--- src/plcad_pkg.sv ---
package plcad_pkg;
    // ==========================================================
    // action codes
    localparam logic [5:0] ACT_DRIVE_EN  = 6'h04;
    localparam logic [5:0] ACT_JOG_REV   = 6'h05;
    localparam logic [5:0] ACT_JOG_FWD   = 6'h06;
    localparam logic [5:0] ACT_RSV_HOLD  = 6'h07;
    localparam logic [5:0] ACT_STOP      = 6'h08;
    localparam logic [5:0] ACT_RSV_LO    = 6'h09;
    localparam logic [5:0] ACT_RSV_HI    = 6'h0c;
    localparam logic [5:0] ACT_JOG_EN    = 6'h12;
    localparam logic [5:0] ACT_FAULT     = 6'h13;
    localparam logic [5:0] ACT_PRESET    = 6'h18;
    localparam logic [5:0] ACT_PIDX0     = 6'h19;
    localparam logic [5:0] ACT_PID       = 6'h1d;
    localparam logic [5:0] ACT_KEYPAD    = 6'h1e;
    localparam logic [5:0] ACT_EPOT      = 6'h1f;
    localparam logic [5:0] ACT_EPOT_UP   = 6'h20;
    localparam logic [5:0] ACT_EPOT_DN   = 6'h21;
    localparam logic [5:0] ACT_TBL_EN    = 6'h22;
    localparam logic [5:0] ACT_TIDX0     = 6'h23;
    localparam logic [5:0] ACT_TIDX1     = 6'h24;
    localparam int         NUM_ACT       = 64;

    // ==========================================================
    // widths and table sizes
    localparam int         SPD_W         = 16;
    localparam int         NUM_PRESET    = 15;
    localparam logic [3:0] PIDX_ZERO     = 4'hf;

    // ==========================================================
    // register byte offsets
    localparam logic [7:0] OFS_STATUS    = 8'h00;
    localparam logic [7:0] OFS_FLAGS     = 8'h04;
    localparam logic [7:0] OFS_JOGSPD    = 8'h08;
    localparam logic [7:0] OFS_EPSTEP    = 8'h0c;
    localparam logic [7:0] OFS_EPOT      = 8'h10;
    localparam logic [7:0] OFS_CMDSRC    = 8'h14;
    localparam logic [7:0] OFS_PRESET0   = 8'h40;

    // ==========================================================
    // reset values
    localparam logic [SPD_W-1:0] RST_JOGSPD = 16'h0000;
    localparam logic [SPD_W-1:0] RST_EPSTEP = 16'h0001;
    localparam logic [SPD_W-1:0] RST_SPEED  = 16'h0000;
    localparam logic [1:0]       RST_CMDSRC = 2'h0;
    localparam logic [1:0]       RST_TABLE  = 2'h0;

    // ==========================================================
    // speed reference source
    typedef enum logic [1:0] {
        SRC_COMMAND,
        SRC_PRESET,
        SRC_EPOT,
        SRC_KEYPAD
    } plcad_src_t;
endpackage

--- src/plcad_action_decoder.sv ---
// Our own choices: the Wishbone register port and the placing of the registers.
module plcad_action_decoder
    import plcad_pkg::*;
(
    input  wire logic             mclk,
    input  wire logic             rst,
    // condition evaluator side
    input  wire logic             actValid,
    input  wire logic [5:0]       actCode,
    input  wire logic             actCond,
    input  wire logic             scanEnd,
    // external references
    input  wire logic             hardwareEnableIn,
    input  wire logic [SPD_W-1:0] cmdSourceRef,
    input  wire logic [SPD_W-1:0] keypadRef,
    input  wire logic             keypadFwd,
    input  wire logic             keypadRev,
    input  wire logic             keypadStop,
    // motor control core side
    output logic                  driveEnable,
    output logic                  runFwd,
    output logic                  runRev,
    output logic                  stopCmd,
    output logic                  jogActive,
    output logic                  plcFault,
    output logic                  pidEnable,
    output logic                  keypadControl,
    output logic [1:0]            refSource,
    output logic [3:0]            presetIndex,
    output logic [SPD_W-1:0]      speedRef,
    output logic                  tableSwitchEn,
    output logic [1:0]            activeTableSetting,
    output logic [1:0]            commandSourceSelect,
    // wishbone classic slave
    input  wire logic             wb_cyc_i,
    input  wire logic             wb_stb_i,
    input  wire logic             wb_we_i,
    input  wire logic [7:0]       wb_adr_i,
    input  wire logic [3:0]       wb_sel_i,
    input  wire logic [31:0]      wb_dat_i,
    output logic [31:0]           wb_dat_o,
    output logic                  wb_ack_o
);

    // ==========================================================
    // scan accumulation
    logic [NUM_ACT-1:0] seenAcc_r;
    logic [NUM_ACT-1:0] condAcc_r;
    logic [NUM_ACT-1:0] seenNow;
    logic [NUM_ACT-1:0] condNow;
    logic [NUM_ACT-1:0] assigned_r;
    logic [NUM_ACT-1:0] cond_r;
    logic               scanDone_r;

    // per-code view of the current cycle's report folded into the scan
    genvar gi;
    generate
        for (gi = 0; gi < NUM_ACT; gi++) begin : gAct
            assign seenNow[gi] = seenAcc_r[gi]
                | (actValid && actCode == 6'(gi));
            assign condNow[gi] = condAcc_r[gi]
                | (actValid && actCode == 6'(gi) && actCond);
        end
    endgenerate

    // several rules may share one code; any true one makes it true
    always_ff @(posedge mclk) begin
        if (rst || scanEnd) begin
            seenAcc_r <= '0;
            condAcc_r <= '0;
        end else begin
            seenAcc_r <= seenNow;
            condAcc_r <= condNow;
        end
    end

    // commit a whole scan at once so outputs never see a half scan
    always_ff @(posedge mclk) begin
        if (rst) begin
            assigned_r <= '0;
            cond_r     <= '0;
            scanDone_r <= 1'b0;
        end else begin
            scanDone_r <= scanEnd;
            if (scanEnd) begin
                assigned_r <= seenNow;
                cond_r     <= condNow;
            end
        end
    end

    // unassigned codes read false through the seen mask
    function automatic logic act(input logic [5:0] code);
        act = assigned_r[code] && cond_r[code];
    endfunction

    // level view of every code for continuous logic; a function call in an
    // assign would not wake up when a new scan is committed
    logic [NUM_ACT-1:0] actOn;
    assign actOn = assigned_r & cond_r;

    // ==========================================================
    // registers
    logic [SPD_W-1:0] jogSpeed_r;
    logic [SPD_W-1:0] epotStep_r;
    logic [SPD_W-1:0] epot_r;
    logic [1:0]       cmdSrc_r;
    logic             rsvSeen_r;
    logic [SPD_W-1:0] preset_r [NUM_PRESET];
    logic             wbHit;
    logic             wbWr;
    logic [31:0]      rdData;
    logic [3:0]       presetSlot;
    logic             presetHit;

    assign wbHit      = wb_cyc_i && wb_stb_i && !wb_ack_o;
    assign wbWr       = wbHit && wb_we_i;
    assign presetSlot = 4'((wb_adr_i - OFS_PRESET0) >> 2);
    // the upper bound stops words above the table aliasing onto low slots
    assign presetHit  = wb_adr_i >= OFS_PRESET0 && wb_adr_i[1:0] == 2'h0
        && wb_adr_i < OFS_PRESET0 + 8'(4 * NUM_PRESET)
        && presetSlot < 4'(NUM_PRESET);

    // byte-lane merge of a 16-bit field
    function automatic logic [SPD_W-1:0] merge16(
        input logic [SPD_W-1:0] old,
        input logic [31:0]      d,
        input logic [3:0]       s
    );
        merge16 = {s[1] ? d[15:8] : old[15:8], s[0] ? d[7:0] : old[7:0]};
    endfunction

    // single-cycle answer, dropped in the cycle after
    always_ff @(posedge mclk) begin
        if (rst) begin
            wb_ack_o <= 1'b0;
            wb_dat_o <= '0;
        end else begin
            wb_ack_o <= wbHit;
            wb_dat_o <= wbHit ? rdData : 32'h0;
        end
    end

    // software-written settings
    always_ff @(posedge mclk) begin
        if (rst) begin
            jogSpeed_r <= RST_JOGSPD;
            epotStep_r <= RST_EPSTEP;
            cmdSrc_r   <= RST_CMDSRC;
        end else if (wbWr) begin
            if (wb_adr_i == OFS_JOGSPD) begin
                jogSpeed_r <= merge16(jogSpeed_r, wb_dat_i, wb_sel_i);
            end
            if (wb_adr_i == OFS_EPSTEP) begin
                epotStep_r <= merge16(epotStep_r, wb_dat_i, wb_sel_i);
            end
            if (wb_adr_i == OFS_CMDSRC && wb_sel_i[0]) begin
                cmdSrc_r <= wb_dat_i[1:0];
            end
        end
    end

    // preset table has no reset; software loads it before use
    always_ff @(posedge mclk) begin
        if (wbWr && presetHit) begin
            preset_r[presetSlot] <= merge16(preset_r[presetSlot], wb_dat_i, wb_sel_i);
        end
    end

    // reserved code seen: sticky, write one to clear, a new hit wins
    always_ff @(posedge mclk) begin
        if (rst) begin
            rsvSeen_r <= 1'b0;
        end else if (actValid && (actCode == ACT_RSV_HOLD
                || (actCode >= ACT_RSV_LO && actCode <= ACT_RSV_HI))) begin
            rsvSeen_r <= 1'b1;
        end else if (wbWr && wb_adr_i == OFS_FLAGS && wb_sel_i[0] && wb_dat_i[0]) begin
            rsvSeen_r <= 1'b0;
        end
    end

    // read mux; unmapped words answer zero
    always_comb begin
        rdData = 32'h0;
        case (wb_adr_i)
            OFS_STATUS: rdData = {12'h0, presetIndex, activeTableSetting, refSource,
                tableSwitchEn, keypadControl, pidEnable, plcFault, jogActive,
                stopCmd, runRev, runFwd, driveEnable, hardwareEnableIn,
                cmdSrc_r == RST_CMDSRC, scanDone_r};
            OFS_FLAGS:  rdData = {31'h0, rsvSeen_r};
            OFS_JOGSPD: rdData = {16'h0, jogSpeed_r};
            OFS_EPSTEP: rdData = {16'h0, epotStep_r};
            OFS_EPOT:   rdData = {16'h0, epot_r};
            OFS_CMDSRC: rdData = {30'h0, cmdSrc_r};
            default: begin
                if (presetHit) begin
                    rdData = {16'h0, preset_r[presetSlot]};
                end
            end
        endcase
    end

    // ==========================================================
    // electronic pot: unsigned, held through reset to act as retained
    logic [SPD_W:0] epotUp;
    logic           epotDnOk;

    assign epotUp   = {1'b0, epot_r} + {1'b0, epotStep_r};
    assign epotDnOk = epot_r >= epotStep_r;

    // steps once per scan; saturates instead of wrapping, no sign kept
    always_ff @(posedge mclk) begin
        if (wbWr && wb_adr_i == OFS_EPOT) begin
            epot_r <= merge16(epot_r, wb_dat_i, wb_sel_i);
        end else if (scanDone_r) begin
            if (act(ACT_EPOT_UP) && !act(ACT_EPOT_DN)) begin
                epot_r <= epotUp[SPD_W] ? '1 : epotUp[SPD_W-1:0];
            end else if (act(ACT_EPOT_DN) && !act(ACT_EPOT_UP)) begin
                epot_r <= epotDnOk ? epot_r - epotStep_r : '0;
            end
        end
    end

    // ==========================================================
    // decoded control
    logic             jogPermit;
    logic             jogF;
    logic             jogR;
    logic             jogBoth;
    logic             kpd;
    logic [3:0]       pIdx;
    plcad_src_t       src;
    logic [SPD_W-1:0] presetRef;
    logic [SPD_W-1:0] refNxt;

    assign jogPermit = actOn[ACT_JOG_EN];
    assign jogF      = jogPermit && actOn[ACT_JOG_FWD];
    assign jogR      = jogPermit && actOn[ACT_JOG_REV];
    assign jogBoth   = jogF && jogR;
    assign kpd       = actOn[ACT_KEYPAD];

    // unassigned bits are zero, so no bits gives the first preset
    generate
        for (gi = 0; gi < 4; gi++) begin : gPidx
            assign pIdx[gi] = actOn[ACT_PIDX0 + 6'(gi)];
        end
    endgenerate

    // index 15 holds no preset and means zero speed
    assign presetRef = (pIdx == PIDX_ZERO) ? RST_SPEED : preset_r[pIdx];

    // keypad outranks pot, pot outranks presets
    always_comb begin
        src = SRC_COMMAND;
        if (kpd) begin
            src = SRC_KEYPAD;
        end else if (actOn[ACT_EPOT]) begin
            src = SRC_EPOT;
        end else if (actOn[ACT_PRESET]) begin
            src = SRC_PRESET;
        end
    end

    // jog speed overrides any source while a single jog runs
    always_comb begin
        refNxt = cmdSourceRef;
        if (jogF ^ jogR) begin
            refNxt = jogSpeed_r;
        end else begin
            case (src)
                SRC_COMMAND: refNxt = cmdSourceRef;
                SRC_PRESET:  refNxt = presetRef;
                SRC_EPOT:    refNxt = epot_r;
                SRC_KEYPAD:  refNxt = keypadRef;
                default:     refNxt = cmdSourceRef;
            endcase
        end
    end

    // ==========================================================
    // drive enable and motion outputs
    always_ff @(posedge mclk) begin
        if (rst) begin
            driveEnable <= 1'b0;
        end else begin
            driveEnable <= hardwareEnableIn
                && (!assigned_r[ACT_DRIVE_EN] || cond_r[ACT_DRIVE_EN]);
        end
    end

    // direction comes from jog or keypad; pot carries no sign
    always_ff @(posedge mclk) begin
        if (rst) begin
            runFwd    <= 1'b0;
            runRev    <= 1'b0;
            stopCmd   <= 1'b0;
            jogActive <= 1'b0;
        end else begin
            runFwd    <= (jogF && !jogR)
                || (!jogF && !jogR && kpd && keypadFwd && !keypadRev);
            runRev    <= (jogR && !jogF)
                || (!jogF && !jogR && kpd && keypadRev && !keypadFwd);
            stopCmd   <= act(ACT_STOP)
                || jogBoth
                || (kpd && keypadStop);
            jogActive <= jogF ^ jogR; // two jogs mean stop, not jogging
        end
    end

    // fault is level; the core's fault handling latches it
    always_ff @(posedge mclk) begin
        if (rst) begin
            plcFault <= 1'b0;
        end else begin
            plcFault <= act(ACT_FAULT);
        end
    end

    // pid is dropped under keypad or jog whatever its own condition
    always_ff @(posedge mclk) begin
        if (rst) begin
            pidEnable     <= 1'b0;
            keypadControl <= 1'b0;
        end else begin
            pidEnable     <= act(ACT_PID) && !kpd && !(jogF || jogR);
            keypadControl <= kpd;
        end
    end

    // reference selection and value
    always_ff @(posedge mclk) begin
        if (rst) begin
            refSource   <= SRC_COMMAND;
            presetIndex <= '0;
            speedRef    <= RST_SPEED;
        end else begin
            refSource   <= src;
            presetIndex <= pIdx;
            speedRef    <= refNxt;
        end
    end

    // ==========================================================
    // parameter table: index held while switching is inhibited
    always_ff @(posedge mclk) begin
        if (rst) begin
            tableSwitchEn      <= 1'b0;
            activeTableSetting <= RST_TABLE;
        end else begin
            tableSwitchEn <= act(ACT_TBL_EN);
            if (act(ACT_TBL_EN)) begin
                activeTableSetting <= {act(ACT_TIDX1),
                    act(ACT_TIDX0)};
            end
        end
    end

    // command source choice is software-owned
    always_ff @(posedge mclk) begin
        if (rst) begin
            commandSourceSelect <= RST_CMDSRC;
        end else begin
            commandSourceSelect <= cmdSrc_r;
        end
    end

endmodule // plcad_action_decoder

--- config.mk ---
export PLATFORM = sky130hd
export DESIGN_NAME = plcad_action_decoder
export DESIGN_NICKNAME = d
export VERILOG_FILES = /design/src/plcad_pkg.sv /design/src/plcad_action_decoder.sv
export SDC_FILE = /design/constraint.sdc
export NUM_CORES = 1
export LEC_CHECK = 0
export ABC_AREA = 1
export ABC_CLOCK_PERIOD_IN_PS = 3400
export BUFFER_PORTS_ARGS = -buffer_cell sky130_fd_sc_hd__buf_4
export CORE_MARGIN = 5
export CORE_UTILIZATION = 28
export CTS_CLUSTER_DIAMETER = 200
export DETAILED_ROUTE_END_ITERATION = 8
export GPL_ROUTABILITY_DRIVEN = 0
export HOLD_SLACK_MARGIN = 0.12
export PLACE_DENSITY = 0.5
export SYNTH_ARGS = -nofsm -noshare
export SYNTH_HDL_FRONTEND = slang
export SYNTH_SLANG_ARGS = --single-unit
export TNS_END_PERCENT = 1
--- constraint.sdc ---
create_clock -name mclk -period 3.4 [get_ports mclk]
set_input_delay 0.34 -clock mclk [delete_from_list [all_inputs] [get_ports mclk]]
set_output_delay 0.34 -clock mclk [all_outputs]
set_load 0.02 [all_outputs]
==> metrics.txt <==
Int Power 0.00870 W; Final Max Tran Viols 0; CTS resizes 0; Post-synth EDFFs 256; DR pass1 iterations 6; total CTS buffers 49; largest area contributor in the netlist edfxtp_1; initial antenna violation count 3; commonest cells after routing, fill and taps aside nand2_1, edfxtp_1, inv_1; share of the synthesized area in the top cell type 0.368; Pleak 10.1 nW; Syn. warnings 0; die area 80,300 um^2; Synth area leaders edfxtp_1, dfxtp_1, nand2_1; area of the core 74,300 um^2; Place WS 551 ps; synth unique cells 48; Layout Nets 2,799; Hold Path End epotStep_r[3]; sequential fraction of the synthesis area 0.528; layout cell share with drive strength beyond 1 0.124; Final min period 2960 ps; Setup-failing EPs final 0; vias per cell 5.14; Worst Hold Class input port to flip-flop; PwrDens 449 nW/um^2; Hold Path Depth 3; via count 18,883; height of the die 283 um; most common cell after layout, fill and taps aside nand2_1; share of power burned in registers 0.488; Worst-path clk slew 60 ps; fin worst setup slack 439 ps; PortBufs 131; clock sink total 424; Sw Ratio 0.229; slew margin rel. 0.347; Filler cells 7,752; clk buf depth 3; Iter 0 DRT Violations 1,825; Setup CP Type flip-flop to flip-flop; Initial Utilization 0.281; area grow syn2layout 20.3%; CP startpoint assigned_r[18]; largest net degree at the start of global routing 126; Req. time, crit path 3950 ps; Post-synth ARST share 0; Antenna Nets Post-Route 0; cells on worst reg2reg path 10; Worst Skew 36.0 ps; Root Buffer clkbuf_16; mapped cell area 20,900 um^2; Worst Path Arrival 3510 ps; CTS tree built; crit start category flip-flop; outcome completed; Die Wd 283 um; hold violation total from the final report 0; Reg2Reg Launch Point assigned_r[18]; worst r2r dst speedRef[4]; number of remaining DRC errors 0; setup TNS 0 ps; maximum capacitance violations 0; vias in the first global route 19,011; Tightest Pin Transition 976 ps; Post-Synthesis Cells 2,499; syn_area_per_cell 8.37 um^2; RSZ-0062 raised after global routing false; Seq cells post-synth 424; io pins 162; depth of the CTS H-tree 2; final WL 78,100 um; clock network power share 0.453; later-pin clock latency in the skew report 600 ps; combinational share of power 0.059; final worst path period share 0.871; num rows 100; f_max 338 MHz; Synth Flop Type edfxtp_1; CP Capture Type flip-flop; wire length per cell 21.3 um; HPWL after DPL 54,500 um; HP Start wb_dat_i[3]; Worst VDD drop 383 uV; global route overflow 0; first-pass GRT wire length 117,000 um; crit-path max FO 13; worst hold margin 135 ps; NetSw 0.00259 W; r2r setup slk 440 ps; Total GRT Usage 0.188
## cells by family (layout without fill, tap and decap cells)
group,count (synthesis),after routing,synth area share
AND/OR/NAND/NOR,1078,1078,0.218
flip-flops,424,424,0.528
adder cells (fa/ha/maj),38,38,0.0234
buffers and inverters,401,596,0.0780
AO/OA/AOI/OAI,552,552,0.150
XOR/XNOR,5,5,0.00209
other,1,13,0.000179
## how the worst max path moves through the flow
stage | depth (start not counted) | slack [ps] | to
CTS | 10 | 450 | speedRef[13]
global route | 10 | 260 | speedRef[4]
finish | 10 | 440 | speedRef[4]
floorplan | 11 | 1230 | epot_r[3]
global placement | 10 | 600 | preset_r[0][11]
detailed placement | 10 | 550 | preset_r[0][11]
## metrics by stage
stage / utilization / std cells / power (W) / instance area, um^2
after floorplan: - / 2510 / 0.00594 / 21000
after global placement: 0.313 / 3548 / 0.00624 / 23200
after detailed placement: 0.313 / 3548 / 0.00625 / 23200
after CTS: 0.338 / 3674 / 0.0114 / 25200
after global routing: 0.338 / 3674 / 0.0117 / 25200
final: 0.339 / 3675 / 0.0113 / 25200
## power by group through the flow
stage,clock [W],combinational (W),sequential [W]
3_3_place_gp,0,0.000623,0.00562
3_5_place_dp,0,0.000628,0.00562
5_1_grt,0.00543,0.000719,0.00551
2_1_floorplan,0,0.000306,0.00563
6_report,0.00512,0.000666,0.00551
4_1_cts,0.00523,0.000662,0.00551
## cell usage after synthesis (2+ instances only)
master,number
a211oi_1,6
a21oi_1,185
a22oi_1,4
a31o_2,17
a31oi_1,2
and2_1,6
buf_1,11
buf_2,46
buf_4,16
clkbuf_1,66
clkinv_1,2
dfxtp_1,168
edfxtp_1,256
fa_1,2
ha_1,36
inv_1,250
inv_2,8
nand2_1,563
nand2_4,2
nand3_1,228
nand3b_1,16
nand4_1,12
nor2_1,217
nor2_4,7
nor3_1,18
nor4_1,2
o211ai_1,29
o21ai_0,166
o21ai_1,2
o21bai_1,3
o221ai_1,5
o22ai_1,129
xor2_1,4
## area by class of cell
type,count,area (um^2),share of cell area
sequential,424,11100,0.439
multi-input combinational,1685,8330,0.331
timing repair buffer,247,2050,0.0814
clock buffer,68,1350,0.0537
tap,969,1210,0.0482
inverter,260,976,0.0388
clock inverter,21,189,0.00751
antenna,1,2.50,0.0000995
## repair_timing
action | CTS | global route
endpoints found under the hold margin | 54 | 0
buffers inserted | 0 | 0
endpoints found under the setup margin | 0 | 0
hold buffers | 37 | 0
## per-layer routing
metal	vias to the layer above	wire (um)	part of all wire	global-route usage
met3	143	6130	0.078	0.0318
met5	-	20	0.00026	0
met2	819	34300	0.44	0.293
li1	8828	-	-	-
met4	2	2920	0.037	0.0751
met1	9091	34700	0.44	0.261
## flip-flops by register name, indices dropped and copies added (netlist names), 2 cells and up
signal               flops
activeTableSetting       2
assigned_r              19
cmdSrc_r                 2
commandSourceSelect      2
condAcc_r               19
cond_r                  19
epotStep_r              16
epot_r                  16
jogSpeed_r              16
presetIndex              4
preset_r               240
refSource                2
seenAcc_r               19
speedRef                16
wb_dat_o                20
## worst max-delay path, stage by stage, from the launching register on
cell,delay [ps]
dfxtp_1,330
nand2_1,90
nor3_1,460
inv_1,140
ha_1,820
buf_4,280
a21oi_1,50
nand3b_1,120
dlygate4sd3_1,560
nand2_1,50
inv_1,50
No activity file was read; power rests on OpenSTA's default activity.
